--- src/pkg/gcr_pkg.sv ---
`default_nettype none
package gcr_pkg;
  // ---------------------------------------------------------------
  // timing
  // ---------------------------------------------------------------
  localparam int CLK_HZ = 40_000_000;
  localparam int TICK_US = 100;
  localparam int TICK_CYC = CLK_HZ / 1_000_000 * TICK_US;
  localparam int MNEM_PAUSE_MS = 500;
  localparam int ERR_PAUSE_MS = 10_000;
  localparam logic [16:0] MNEM_PAUSE_TK = 17'(MNEM_PAUSE_MS * 1000 / TICK_US);
  localparam logic [16:0] ERR_PAUSE_TK = 17'(ERR_PAUSE_MS * 1000 / TICK_US);
  // ---------------------------------------------------------------
  // bus address
  // ---------------------------------------------------------------
  localparam logic [4:0] ADDR_RST = 5'h0b;
  localparam logic [4:0] ADDR_MAX = 5'h1e;
  localparam logic [4:0] ADDR_CLR = 5'h00;
  // ---------------------------------------------------------------
  // register map
  // ---------------------------------------------------------------
  localparam logic [5:0] REG_CFG = 6'h00;
  localparam logic [5:0] REG_CMD = 6'h01;
  localparam logic [5:0] REG_BUSADDR = 6'h02;
  localparam logic [5:0] REG_SETTLE = 6'h03;
  localparam logic [5:0] REG_TX = 6'h04;
  localparam logic [5:0] REG_STATUS = 6'h05;
  localparam logic [5:0] REG_RX = 6'h06;
  localparam logic [5:0] REG_ECHO = 6'h20;
  localparam int CFG_TALK_ONLY = 0;
  localparam int CFG_BEEP_DIS = 1;
  localparam int CFG_CAL = 2;
  localparam int CMD_FREQ = 0;
  localparam int CMD_PRESET = 1;
  localparam int CMD_MEMCLR = 2;
  localparam int CMD_LOCAL = 3;
  localparam int CMD_DBG_TOG = 4;
  localparam int CMD_ERR = 5;
  localparam int STB_UNREC = 0;
  localparam int STB_RQS = 6;
  // ---------------------------------------------------------------
  // bus commands (7 bits, parity bit ignored)
  // ---------------------------------------------------------------
  localparam logic [6:0] BC_DCL = 7'h14;
  localparam logic [6:0] BC_LLO = 7'h11;
  localparam logic [6:0] BC_SPE = 7'h18;
  localparam logic [6:0] BC_SPD = 7'h19;
  localparam logic [6:0] BC_UNL = 7'h3f;
  localparam logic [6:0] BC_UNT = 7'h5f;
  localparam logic [6:0] BC_GTL = 7'h01;
  localparam logic [6:0] BC_SDC = 7'h04;
  localparam logic [6:0] BC_GET = 7'h08;
  localparam logic [1:0] GRP_LISTEN = 2'h1;
  localparam logic [1:0] GRP_TALK = 2'h2;
  // ---------------------------------------------------------------
  // characters
  // ---------------------------------------------------------------
  localparam logic [7:0] CH_SP = 8'h20;
  localparam logic [7:0] CH_PLUS = 8'h2b;
  localparam logic [7:0] CH_COMMA = 8'h2c;
  localparam logic [7:0] CH_CR = 8'h0d;
  localparam logic [7:0] CH_LF = 8'h0a;
  localparam logic [7:0] CH_TILDE = 8'h7e;
  localparam logic [7:0] CH_BLOCK = 8'hff;
  typedef enum logic [1:0] {A_IDLE, A_READY, A_HOLD} gcr_ah_t;
  typedef enum logic [1:0] {S_IDLE, S_WAIT, S_DAV} gcr_sh_t;
endpackage : gcr_pkg
`default_nettype wire

--- src/verilog/gcr_receiver.sv ---
// Functional notes
// - reject bus address above 30, flag error
// - address kept over preset and device clear
// - memory clear sets address to zero
// - SH, AH, talker, listener, SRQ, RL, DC, DT
// - drop space, plus, comma, carriage return
// - line feed ends key code string
// - unknown code sets SRQ, status bit0
// - device trigger rearms sweep
// - no data moves while calibrating
// - one command character held in buffer
// - device clear acts as preset, except debug stays on
// - decode universal, address, addressed commands
// - remote needs ATN, REN and listen address
// - default bus address is eleven
// - data used only remote and listening
// - local listener handshakes, discards data
// - settle delay after frequency change
// - debug on by command or toggle
// - echo chars at right, tilde if unprintable
// - commands not echoed
// - mnemonic pauses half second in debug
// - debug error: beep, marker, ten second pause
// - debug off by command, toggle, preset
//
// Chosen here: the address-and-strobe port and the address map.
`default_nettype none
module gcr_receiver
  import gcr_pkg::*;
#(
  parameter int TICK_CYCLES = TICK_CYC,
  parameter int ECHO_LEN = 16
) (
  input wire logic mclk,
  input wire logic rst_b,
  input wire logic ce,
  input wire logic [5:0] reg_addr,
  input wire logic [15:0] reg_wdata,
  input wire logic reg_wr,
  input wire logic reg_rd,
  output logic [15:0] reg_rdata,
  input wire logic atn_n,
  input wire logic ren_n,
  input wire logic ifc_n,
  input wire logic dav_n,
  input wire logic nrfd_n,
  input wire logic ndac_n,
  input wire logic [7:0] dio_n,
  output logic [7:0] dio_n_out,
  output logic dio_oe_n,
  output logic dav_oe_n,
  output logic nrfd_oe_n,
  output logic ndac_oe_n,
  output logic srq_oe_n,
  output logic remote,
  output logic listener,
  output logic talker,
  output logic sweep_rearm,
  output logic preset_pulse,
  output logic beep,
  output logic echo_line_on
);
  localparam int EW = $clog2(ECHO_LEN);

  // ---------------------------------------------------------------
  // pins
  // ---------------------------------------------------------------
  logic [13:0] pin_s;
  gcr_sync #(.W(14), .INIT(14'h3fff)) u_sync (
    .mclk(mclk),
    .rst_b(rst_b),
    .ce(ce),
    .d({atn_n, ren_n, ifc_n, dav_n, nrfd_n, ndac_n, dio_n}),
    .q(pin_s)
  );
  logic atn, ren, ifc, dav, nrfd_rel, ndac_rel;
  logic [7:0] rx_b;
  assign atn = ~pin_s[13];
  assign ren = ~pin_s[12];
  assign ifc = ~pin_s[11];
  assign dav = ~pin_s[10];
  assign nrfd_rel = pin_s[9];
  assign ndac_rel = pin_s[8];
  assign rx_b = ~pin_s[7:0];

  // ---------------------------------------------------------------
  // state declarations
  // ---------------------------------------------------------------
  gcr_ah_t ah_q;
  gcr_sh_t sh_q;
  logic [4:0] addr_q;
  logic [2:0] cfg_q;
  logic [5:0] settle_cfg_q;
  logic [7:0] tx_q, buf_q, rx_q, first_q;
  logic tx_v_q, buf_v_q, rx_v_q, let_q, bg_q;
  logic lockout_q, spoll_q, srq_q, unrec_q, range_q;
  logic [15:0] tick_q;
  logic [16:0] pause_q, settle_q;
  logic [7:0] echo_rd;

  // ---------------------------------------------------------------
  // register strobes
  // ---------------------------------------------------------------
  logic wr_cmd, cmd_freq, cmd_preset, cmd_memclr, cmd_local, cmd_tog, cmd_err;
  logic wr_addr, addr_bad;
  assign wr_cmd = reg_wr && reg_addr == REG_CMD;
  assign cmd_freq = wr_cmd && reg_wdata[CMD_FREQ];
  assign cmd_preset = wr_cmd && reg_wdata[CMD_PRESET];
  assign cmd_memclr = wr_cmd && reg_wdata[CMD_MEMCLR];
  assign cmd_local = wr_cmd && reg_wdata[CMD_LOCAL];
  assign cmd_tog = wr_cmd && reg_wdata[CMD_DBG_TOG];
  assign cmd_err = wr_cmd && reg_wdata[CMD_ERR];
  assign wr_addr = reg_wr && reg_addr == REG_BUSADDR;
  assign addr_bad = reg_wdata[15:5] != 11'h000 || reg_wdata[4:0] > ADDR_MAX;

  // ---------------------------------------------------------------
  // acceptor handshake
  // ---------------------------------------------------------------
  logic ah_act, ah_rdy, take, take_cmd, take_dat;
  assign ah_act = atn || listener;
  // data stalls on calibration or, when remote, a full char buffer; commands never
  assign ah_rdy = atn || (!cfg_q[CFG_CAL] && (!remote || !buf_v_q));
  assign take = ah_q == A_READY && ah_act && dav && nrfd_oe_n && ah_rdy;
  assign take_cmd = take && atn;
  assign take_dat = take && !atn && listener;

  always_ff @(posedge mclk) begin
    if (!rst_b) begin
      ah_q <= A_IDLE;
      nrfd_oe_n <= 1'b1;
      ndac_oe_n <= 1'b1;
    end else if (ce) begin
      case (ah_q)
        A_IDLE: if (ah_act) begin
          ah_q <= A_READY;
          ndac_oe_n <= 1'b0;
        end
        A_READY: if (!ah_act) begin
          ah_q <= A_IDLE;
          nrfd_oe_n <= 1'b1;
          ndac_oe_n <= 1'b1;
        end else if (take) begin
          ah_q <= A_HOLD;
          nrfd_oe_n <= 1'b0;
          ndac_oe_n <= 1'b1;
        end else begin
          nrfd_oe_n <= ah_rdy;
        end
        A_HOLD: if (!dav) begin
          ah_q <= ah_act ? A_READY : A_IDLE;
          nrfd_oe_n <= ah_act ? 1'b0 : 1'b1;
          ndac_oe_n <= ~ah_act;
        end
        default: ah_q <= A_IDLE;
      endcase
    end
  end

  // ---------------------------------------------------------------
  // command decode
  // ---------------------------------------------------------------
  logic [6:0] cmd;
  logic c_mla, c_mta, c_ota, c_dcl, c_sdc, c_gtl, c_get, dev_clr, preset_all;
  assign cmd = rx_b[6:0];
  assign c_mla = take_cmd && cmd == {GRP_LISTEN, addr_q};
  assign c_mta = take_cmd && cmd == {GRP_TALK, addr_q};
  assign c_ota = take_cmd && cmd[6:5] == GRP_TALK && cmd != BC_UNT && !c_mta;
  assign c_dcl = take_cmd && cmd == BC_DCL;
  assign c_sdc = take_cmd && cmd == BC_SDC && listener;
  assign c_gtl = take_cmd && cmd == BC_GTL && listener;
  assign c_get = take_cmd && cmd == BC_GET && listener;
  assign dev_clr = c_dcl || c_sdc;
  assign preset_all = dev_clr || cmd_preset;

  always_ff @(posedge mclk) begin
    if (!rst_b) begin
      listener <= 1'b0;
      talker <= 1'b0;
    end else if (ce) begin
      if (ifc) begin
        listener <= 1'b0;
        talker <= 1'b0;
      end else if (c_mla) begin
        listener <= 1'b1;
        talker <= 1'b0;
      end else if (take_cmd && cmd == BC_UNL) begin
        listener <= 1'b0;
      end else if (c_mta) begin
        talker <= 1'b1;
        listener <= 1'b0;
      end else if (c_ota || (take_cmd && cmd == BC_UNT)) begin
        talker <= 1'b0;
      end
    end
  end

  always_ff @(posedge mclk) begin
    if (!rst_b) begin
      remote <= 1'b0;
      lockout_q <= 1'b0;
    end else if (ce) begin
      if (!ren) begin
        remote <= 1'b0;
        lockout_q <= 1'b0;
      end else begin
        if (c_mla) remote <= 1'b1;
        else if (c_gtl || (cmd_local && !lockout_q)) remote <= 1'b0;
        if (take_cmd && cmd == BC_LLO) lockout_q <= 1'b1;
      end
    end
  end

  always_ff @(posedge mclk) begin
    if (!rst_b) spoll_q <= 1'b0;
    else if (ce) begin
      if (ifc || (take_cmd && cmd == BC_SPD)) spoll_q <= 1'b0;
      else if (take_cmd && cmd == BC_SPE) spoll_q <= 1'b1;
    end
  end

  always_ff @(posedge mclk) begin
    if (!rst_b) begin
      sweep_rearm <= 1'b0;
      preset_pulse <= 1'b0;
    end else if (ce) begin
      sweep_rearm <= c_get;
      preset_pulse <= preset_all;
    end
  end

  // ---------------------------------------------------------------
  // character buffer and parser
  // ---------------------------------------------------------------
  logic proc, p_ign, p_lf, p_let, p_dig, p_mnem, p_unrec;
  assign proc = buf_v_q && pause_q == 17'h00000 && settle_q == 17'h00000;

  always_comb begin
    p_ign = buf_q == CH_SP || buf_q == CH_PLUS || buf_q == CH_COMMA || buf_q == CH_CR;
    p_lf = buf_q == CH_LF;
    p_let = buf_q >= 8'h41 && buf_q <= 8'h5a;
    p_dig = buf_q >= 8'h30 && buf_q <= 8'h39;
    p_mnem = let_q && (p_let || p_dig);
    p_unrec = !(p_ign || p_lf || p_let || p_dig || buf_q == 8'h2e || buf_q == 8'h2d);
  end

  always_ff @(posedge mclk) begin
    if (!rst_b) begin
      buf_v_q <= 1'b0;
      buf_q <= 8'h00;
    end else if (ce) begin
      if (take_dat && remote) begin
        buf_v_q <= 1'b1;
        buf_q <= rx_b;
      end else if (proc || preset_all) begin
        buf_v_q <= 1'b0;
      end
    end
  end

  always_ff @(posedge mclk) begin
    if (!rst_b) begin
      let_q <= 1'b0;
      bg_q <= 1'b0;
      first_q <= 8'h00;
    end else if (ce) begin
      if (preset_all || (proc && (p_lf || p_unrec))) begin
        let_q <= 1'b0;
        bg_q <= 1'b0;
      end else if (proc && !p_ign) begin
        if (p_mnem) begin
          let_q <= 1'b0;
          bg_q <= first_q == 8'h42 && buf_q == 8'h47;
        end else if (p_let) begin
          let_q <= 1'b1;
          first_q <= buf_q;
          bg_q <= 1'b0;
        end else begin
          bg_q <= 1'b0;
        end
      end
    end
  end

  // accepted characters go on to software one at a time
  always_ff @(posedge mclk) begin
    if (!rst_b) begin
      rx_v_q <= 1'b0;
      rx_q <= 8'h00;
    end else if (ce) begin
      if (proc && !p_ign) begin
        rx_v_q <= 1'b1;
        rx_q <= buf_q;
      end else if (reg_rd && reg_addr == REG_RX) begin
        rx_v_q <= 1'b0;
      end
    end
  end

  // ---------------------------------------------------------------
  // bus debug
  // ---------------------------------------------------------------
  logic dbg_act, err_ev, dbg_on_ev, dbg_off_ev, echo_clr;
  assign dbg_act = echo_line_on && remote;
  assign err_ev = (proc && p_unrec) || (wr_addr && addr_bad) || cmd_err;
  assign dbg_on_ev = proc && bg_q && !let_q && buf_q == 8'h31;
  assign dbg_off_ev = proc && bg_q && !let_q && buf_q == 8'h30;
  assign echo_clr = !echo_line_on && (dbg_on_ev || cmd_tog);

  always_ff @(posedge mclk) begin
    if (!rst_b) echo_line_on <= 1'b0;
    else if (ce) begin
      if (cmd_preset || dbg_off_ev) echo_line_on <= 1'b0;
      else if (cmd_tog) echo_line_on <= ~echo_line_on;
      else if (dbg_on_ev) echo_line_on <= 1'b1;
    end
  end

  always_ff @(posedge mclk) begin
    if (!rst_b) beep <= 1'b0;
    else if (ce) beep <= err_ev && dbg_act && !cfg_q[CFG_BEEP_DIS];
  end

  gcr_echo #(.LEN(ECHO_LEN)) u_echo (
    .mclk(mclk),
    .rst_b(rst_b),
    .ce(ce),
    .clr(echo_clr),
    .push_ch(take_dat && dbg_act),
    .push_mark(err_ev && dbg_act),
    .ch((rx_b >= CH_SP && rx_b < 8'h7f) ? rx_b : CH_TILDE),
    .rd_idx(reg_addr[EW-1:0]),
    .rd_ch(echo_rd)
  );

  // ---------------------------------------------------------------
  // pause and settling timers
  // ---------------------------------------------------------------
  // free-running tick: loads add one tick so a wait is never short
  function automatic logic [16:0] settle_tk(input logic [3:0] r, input logic [1:0] v);
    logic [67:0] row;
    row = 68'h0;
    case (r)
      4'd0: row = {17'd15300, 17'd15300, 17'd15300, 17'd13400};
      4'd1: row = {17'd6920, 17'd7960, 17'd5250, 17'd4630};
      4'd2: row = {17'd2250, 17'd2560, 17'd1750, 17'd1570};
      4'd3: row = {17'd917, 17'd1020, 17'd753, 17'd690};
      4'd4: row = {17'd450, 17'd481, 17'd402, 17'd383};
      4'd5: row = {17'd317, 17'd327, 17'd303, 17'd297};
      4'd6: row = {17'd270, 17'd273, 17'd267, 17'd265};
      4'd7: row = {17'd257, 17'd258, 17'd258, 17'd257};
      default: row = {17'd252, 17'd252, 17'd250, 17'd250};
    endcase
    return row[(3 - v) * 17 +: 17];
  endfunction : settle_tk

  logic tick;
  assign tick = tick_q == 16'h0000;

  always_ff @(posedge mclk) begin
    if (!rst_b) tick_q <= 16'h0000;
    else if (ce) tick_q <= tick ? 16'(TICK_CYCLES - 1) : tick_q - 16'h0001;
  end

  always_ff @(posedge mclk) begin
    if (!rst_b) pause_q <= 17'h00000;
    else if (ce) begin
      if (err_ev && dbg_act) pause_q <= ERR_PAUSE_TK + 17'h00001;
      else if (proc && p_mnem && dbg_act && pause_q <= MNEM_PAUSE_TK)
        pause_q <= MNEM_PAUSE_TK + 17'h00001;
      else if (tick && pause_q != 17'h00000) pause_q <= pause_q - 17'h00001;
    end
  end

  always_ff @(posedge mclk) begin
    if (!rst_b) settle_q <= 17'h00000;
    else if (ce) begin
      if (cmd_freq)
        settle_q <= settle_tk(settle_cfg_q[3:0], settle_cfg_q[5:4]) + 17'h00001;
      else if (tick && settle_q != 17'h00000) settle_q <= settle_q - 17'h00001;
    end
  end

  // ---------------------------------------------------------------
  // source handshake and service request
  // ---------------------------------------------------------------
  logic sh_go, sh_done;
  logic [7:0] stb;
  assign stb = {1'b0, srq_q, 5'h00, unrec_q};
  assign sh_go = (talker || cfg_q[CFG_TALK_ONLY]) && !atn && !cfg_q[CFG_CAL]
                 && (spoll_q || tx_v_q);
  assign sh_done = sh_q == S_DAV && ndac_rel && !atn;

  always_ff @(posedge mclk) begin
    if (!rst_b) begin
      sh_q <= S_IDLE;
      dav_oe_n <= 1'b1;
      dio_oe_n <= 1'b1;
      dio_n_out <= 8'hff;
    end else if (ce) begin
      case (sh_q)
        S_IDLE: if (sh_go) begin
          sh_q <= S_WAIT;
          dio_oe_n <= 1'b0;
          dio_n_out <= ~(spoll_q ? stb : tx_q);
        end
        S_WAIT: if (!sh_go) begin
          sh_q <= S_IDLE;
          dio_oe_n <= 1'b1;
          dio_n_out <= 8'hff;
        end else if (nrfd_rel && !ndac_rel) begin
          sh_q <= S_DAV;
          dav_oe_n <= 1'b0;
        end
        S_DAV: if (atn || sh_done) begin
          sh_q <= S_IDLE;
          dav_oe_n <= 1'b1;
          dio_oe_n <= 1'b1;
          dio_n_out <= 8'hff;
        end
        default: sh_q <= S_IDLE;
      endcase
    end
  end

  logic poll_done, srq_d, unrec_d;
  assign poll_done = sh_done && spoll_q;
  always_comb begin
    srq_d = srq_q;
    unrec_d = unrec_q;
    if (poll_done || preset_all) begin
      srq_d = 1'b0;
      unrec_d = 1'b0;
    end
    if (proc && p_unrec) begin
      srq_d = 1'b1;
      unrec_d = 1'b1;
    end
  end

  always_ff @(posedge mclk) begin
    if (!rst_b) begin
      srq_q <= 1'b0;
      unrec_q <= 1'b0;
      srq_oe_n <= 1'b1;
    end else if (ce) begin
      srq_q <= srq_d;
      unrec_q <= unrec_d;
      srq_oe_n <= ~srq_d;
    end
  end

  // ---------------------------------------------------------------
  // software registers
  // ---------------------------------------------------------------
  always_ff @(posedge mclk) begin
    if (!rst_b) addr_q <= ADDR_RST;
    else if (ce) begin
      // preset and device clear leave the address alone
      if (cmd_memclr) addr_q <= ADDR_CLR;
      else if (wr_addr && !addr_bad) addr_q <= reg_wdata[4:0];
    end
  end

  always_ff @(posedge mclk) begin
    if (!rst_b) range_q <= 1'b0;
    else if (ce) begin
      if (wr_addr && addr_bad) range_q <= 1'b1;
      else if (reg_rd && reg_addr == REG_STATUS) range_q <= 1'b0;
    end
  end

  always_ff @(posedge mclk) begin
    if (!rst_b) begin
      cfg_q <= 3'h0;
      settle_cfg_q <= 6'h00;
    end else if (ce && reg_wr) begin
      if (reg_addr == REG_CFG) cfg_q <= reg_wdata[2:0];
      if (reg_addr == REG_SETTLE) settle_cfg_q <= reg_wdata[5:0];
    end
  end

  always_ff @(posedge mclk) begin
    if (!rst_b) begin
      tx_v_q <= 1'b0;
      tx_q <= 8'h00;
    end else if (ce) begin
      if (reg_wr && reg_addr == REG_TX) begin
        tx_v_q <= 1'b1;
        tx_q <= reg_wdata[7:0];
      end else if ((sh_done && !spoll_q) || preset_all) begin
        tx_v_q <= 1'b0;
      end
    end
  end

  always_ff @(posedge mclk) begin
    if (!rst_b) reg_rdata <= 16'h0000;
    else if (ce) begin
      reg_rdata <= 16'h0000;
      if (reg_rd) begin
        if (reg_addr >= REG_ECHO && reg_addr < REG_ECHO + 6'(ECHO_LEN))
          reg_rdata <= {8'h00, echo_rd};
        else
          case (reg_addr)
            REG_CFG: reg_rdata <= {13'h0000, cfg_q};
            REG_BUSADDR: reg_rdata <= {11'h000, addr_q};
            REG_SETTLE: reg_rdata <= {10'h000, settle_cfg_q};
            REG_TX: reg_rdata <= {7'h00, tx_v_q, tx_q};
            REG_STATUS: reg_rdata <= {2'h0, settle_q != 17'h00000,
                                      pause_q != 17'h00000, echo_line_on, lockout_q,
                                      spoll_q, talker, listener, remote, buf_v_q,
                                      tx_v_q, rx_v_q, range_q, srq_q, unrec_q};
            REG_RX: reg_rdata <= {7'h00, rx_v_q, rx_q};
            default: reg_rdata <= 16'h0000;
          endcase
      end
    end
  end
endmodule : gcr_receiver
`default_nettype wire

--- src/verilog/gcr_sync.sv ---
`default_nettype none
module gcr_sync #(
  parameter int W = 1,
  parameter logic [W-1:0] INIT = '1
) (
  input wire logic mclk,
  input wire logic rst_b,
  input wire logic ce,
  input wire logic [W-1:0] d,
  output logic [W-1:0] q
);
  logic [W-1:0] meta_q;

  always_ff @(posedge mclk) begin
    if (!rst_b) begin
      meta_q <= INIT;
      q <= INIT;
    end else if (ce) begin
      meta_q <= d;
      q <= meta_q;
    end
  end
endmodule : gcr_sync
`default_nettype wire

--- src/verilog/gcr_echo.sv ---
`default_nettype none
module gcr_echo
  import gcr_pkg::*;
#(
  parameter int LEN = 16,
  parameter int IW = $clog2(LEN)
) (
  input wire logic mclk,
  input wire logic rst_b,
  input wire logic ce,
  input wire logic clr,
  input wire logic push_ch,
  input wire logic push_mark,
  input wire logic [7:0] ch,
  input wire logic [IW-1:0] rd_idx,
  output logic [7:0] rd_ch
);
  // index LEN-1 is the right end, newest entry
  logic [7:0] line_q [LEN];

  always_ff @(posedge mclk) begin
    if (!rst_b) begin
      for (int i = 0; i < LEN; i++) line_q[i] <= CH_SP;
    end else if (ce) begin
      if (clr) begin
        for (int i = 0; i < LEN; i++) line_q[i] <= CH_SP;
      end else if (push_ch && push_mark) begin
        // both in one cycle: char first, then marker
        for (int i = 0; i < LEN - 2; i++) line_q[i] <= line_q[i+2];
        line_q[LEN-2] <= ch;
        line_q[LEN-1] <= CH_BLOCK;
      end else if (push_ch || push_mark) begin
        for (int i = 0; i < LEN - 1; i++) line_q[i] <= line_q[i+1];
        line_q[LEN-1] <= push_mark ? CH_BLOCK : ch;
      end
    end
  end

  assign rd_ch = line_q[rd_idx];
endmodule : gcr_echo
`default_nettype wire

--- config.mk ---
export PLATFORM = sky130hd
export DESIGN_NAME = gcr_receiver
export DESIGN_NICKNAME = d
export VERILOG_FILES = /design/src/pkg/gcr_pkg.sv /design/src/verilog/gcr_receiver.sv /design/src/verilog/gcr_sync.sv /design/src/verilog/gcr_echo.sv
export SDC_FILE = /design/constraint.sdc
export NUM_CORES = 1
export LEC_CHECK = 0
export ABC_CLOCK_PERIOD_IN_PS = 5540
export BUFFER_PORTS_ARGS = -buffer_cell sky130_fd_sc_hd__buf_2
export CAP_MARGIN = 20
export CORE_MARGIN = 2
export CORE_UTILIZATION = 43
export CTS_BUF_LIST = sky130_fd_sc_hd__clkbuf_4 sky130_fd_sc_hd__clkbuf_8 sky130_fd_sc_hd__clkbuf_16
export DETAILED_ROUTE_END_ITERATION = 8
export SKIP_CTS_REPAIR_TIMING = 1
export SLEW_MARGIN = 20
export SYNTH_ARGS = -nofsm -noshare
export SYNTH_HDL_FRONTEND = slang
export SYNTH_SLANG_ARGS = --single-unit
--- constraint.sdc ---
create_clock -name mclk -period 5.54 [get_ports mclk]
set_clock_uncertainty 0.05 [all_clocks]
set_input_delay 0.831 -clock mclk [delete_from_list [all_inputs] [get_ports mclk]]
set_output_delay 0.831 -clock mclk [all_outputs]
set_load 0.005 [all_outputs]
==> results by group <==
Pwr
  – Sequential share of power: 43.0%
  – Max VDD drop: 171 uV
  – Power share of the clock group: 42.2%
  – Pint: 4.78 mW
  – Leak pwr: 7.04 nW
  – Switching portion of total power: ~27%
  – Psw: 1.76 mW
  – Power per cell area: 347 nW/um2
  – Combinational power share: roughly 15%

Cells and area
  – Register area: between 8000 and 9000 um2
  – Most common cell after layout, fill and taps aside: dfxtp_1
  – Layout cell share with drive strength beyond 1: 14.6%
  – Final cell count without fillers: 2209
  – Multi-input logic area: around 8000 um2
  – Final nets: 1726
  – Layout fillers: approximately 3700
  – Commonest cells after routing, fill and taps aside: dfxtp_1, nand2_1, nor2_1
  – Area Growth Syn to Fin: 12.7%
  – Antenna cells: 0

Floorplan
  – # rows: 72
  – Effective utilization at floorplan: 43.4%
  – Die W: 201 um
  – Die area: around 40000 um2
  – Core ar.: 38600 um2
  – I/O pins: 77
  – Chip height: 201 um

Logic synthesis
  – Combinational family with the most area after synthesis: compound AO/OA/AOI/OAI gates
  – Synth Area in XOR/XNOR: between 1.5 and 2%
  – Most common flop cell mapped by yosys: dfxtp_1
  – Simple-Gate Fraction of Synth Area: 15.8%
  – Mapped Cells: between 1500 and 2000
  – Synthesized area: about 17000 um2
  – EDFF count, synth: 120
  – Ys Warns: 0
  – Avg Inst Size Synth: 10.2 um2
  – Register bit total from synthesis: 342
  – Post-synth ARST share: 0%
  – Post-synthesis mux area share: 10.2%
  – Sequential share of the synthesized area: roughly 48%
  – Adder-cell share of the synthesized area: under 10%
  – Synth Area in Compound Gates: 18.3%
  – Number of library cell types mapped by synthesis: 83

Route
  – DR WL/cell: 20.3 um
  – DR iter-0 viols: 1209
  – TritonRoute pass-1 iters: 6
  – Drc violations: 0
  – Total wire length: 44900 um
  – Via/cell ratio: approximately 6
  – Routed Antenna Nets: 0
  – Via count: 13100

Setup path
  – Worst setup SP type: register
  – CP Capture Type: register
  – Slowest CP cell: and3_1
  – Worst Path Buf+Inv: 4
  – CP max FO: 101
  – Critical Path Max Stage Delay: between 0.6 and 0.7 ns
  – Critical path class: register to register
  – CP Cell Sequence: inv_1 -> ha_1 -> or4b_1 -> nor4_1 -> and3_1 -> a31oi_2 -> inv_1 -> ha_1 -> clkinv_1 -> a2111oi_2 -> buf_12 -> o21ai_0 -> nand2_1
  – Critical Path RT: 5.89 ns
  – Worst EP arrival: about 5.3 ns
  – CP top delay family: simple AND/OR/NAND/NOR gates

STA
  – Minimum clock period: approximately 5.0 ns
  – Min setup slack post-route: 0.585 ns
  – Slew at the pin with the worst max-slew slack: 0.965 ns
  – Fmax: 0.202 GHz
  – Setup TNS: 0 ns
  – Max-slew headroom: 35.1%
  – Crit share post-route: about nine tenths
  – Hold Vio Cnt, Final: 0
  – Unrepaired setup endpoints after global routing: no
  – Final setup viols: 0
  – Final slew viol count: 0

GRT
  – Initial antenna violation count: 1
  – GRT overflow: 0
  – First-pass GRT wire length: 71100 um
  – Vias in the first global route: approximately 12000
  – Largest net degree at the start of global routing: about 100
  – Tot GR Track Use: 22.0%

Clock tree
  – CTS tree: done
  – # clock sinks: 342
  – TritonCTS Buffers: 39
  – Worst-Skew Late Latency: roughly 0.56 ns
  – Clock Tree Buf Depth: 3
  – Clock Pin Slew Worst Setup and Hold Paths: 0.06 ns
  – Max H-tree Level: 2
  – Root buf cell: clkbuf_16

Run status
  – Status: finished clean

Place
  – Placed Instances: 2138
  – PortBufs: between 70 and 80
  – Final GP Congestion: 0.887
  – HPWL after detailed placement: between 30000 and 40000 um
  – Pre-CTS setup slack: 0.448 ns

Flow run
  – Max Cap Viol: 0

Worst hold path
  – Hold Crit Class: register to register
[power by group through the flow]
stage	Sequential (mW)	Clock, mW	Combinational (mW)
2_1_floorplan	2.83	0	0.710
3_3_place_gp	2.86	0	0.937
3_5_place_dp	2.86	0	0.950
4_1_cts	2.81	2.82	0.959
5_1_grt	2.82	2.92	1.07
6_report	2.81	2.76	0.969
[worst reg2reg max path: cells and delay by family, from the launching register on]
family / cells / cell delay [ns]
buffers and inverters: 4 / 0.92
DFF: 1 / 0.34
and+or+nand+nor: 4 / 1.87
AOI/OAI and AO/OA: 3 / 1.17
adders and majority gates: 2 / 0.44
[routing by layer]
layer	vias to the layer above	wire [um]	GRT usage [%]
li1	6186	-	-
met1	6407	21000	31.9
met2	469	19600	33.3
met3	71	3110	3.87
met4	0	1170	7.17
met5	-	0	0
[logic make-up (layout without fill, tap and decap cells)]
group                      count (synthesis)  after routing
adders and majority gates                 24             24
and+or+nand+nor                          539            539
buffers and inverters                    163            211
xor gates and xnor gates                  33             33
muxes                                    114            114
AOI/OAI and AO/OA                        426            426
DFF                                      342            342
other                                      1              2
[synthesized netlist by cell type (all sizes together), types with 12 or more instances]
library cell	instances	share of area [%]
nand2	178	4.0
o22a	13	0.68
nand3	33	0.99
mux2i	67	4.0
dfxtp	222	27
a221oi	16	0.84
and3	19	0.71
a22o	97	5.1
ha	24	1.8
o211ai	13	0.58
nor4	19	0.84
a211oi	18	0.81
a31oi	13	0.52
a21oi	96	2.9
clkbuf	91	2.0
edfxtp	120	22
o21ai	63	1.9
and2	14	0.52
mux4	45	6.1
buf	31	1.1
xnor2	22	1.2
nor3	39	1.2
inv	40	0.90
nor2	127	2.8
nand2b	17	0.64
nand4	12	0.45
nor2b	22	0.82
[area by class of cell]
type	count	share of cell area [%]
sequential	342	42.7
tap	518	3.44
clock buffer	47	5.62
clock inverter	24	1.66
inverter	41	0.823
multi-input combinational	1138	42.6
timing repair buffer	99	3.17
[metrics by stage]
step	util (%)	instance area (um2)	hold WS, ns	power (mW)
detailed placement	45.4	17500	0.396	3.81
global route	48.9	18900	0.426	6.82
global placement	45.4	17500	0.389	3.79
finish	48.9	18900	0.405	6.54
floorplan	-	16700	0.369	3.54
CTS	48.9	18900	0.406	6.58
[worst paths after layout]
path	depth (start not counted)	endpoint	from	slack (ns)
hold / removal	2	settle_q[16]	settle_q[16]	0.40
hold reg to reg	2	settle_q[16]	settle_q[16]	0.40
setup / recovery	13	u_echo.line_q[15][6]	settle_q[0]	0.59
setup reg to reg	13	u_echo.line_q[15][6]	settle_q[0]	0.59
Note: power is estimated with default switching activity, not from simulation.
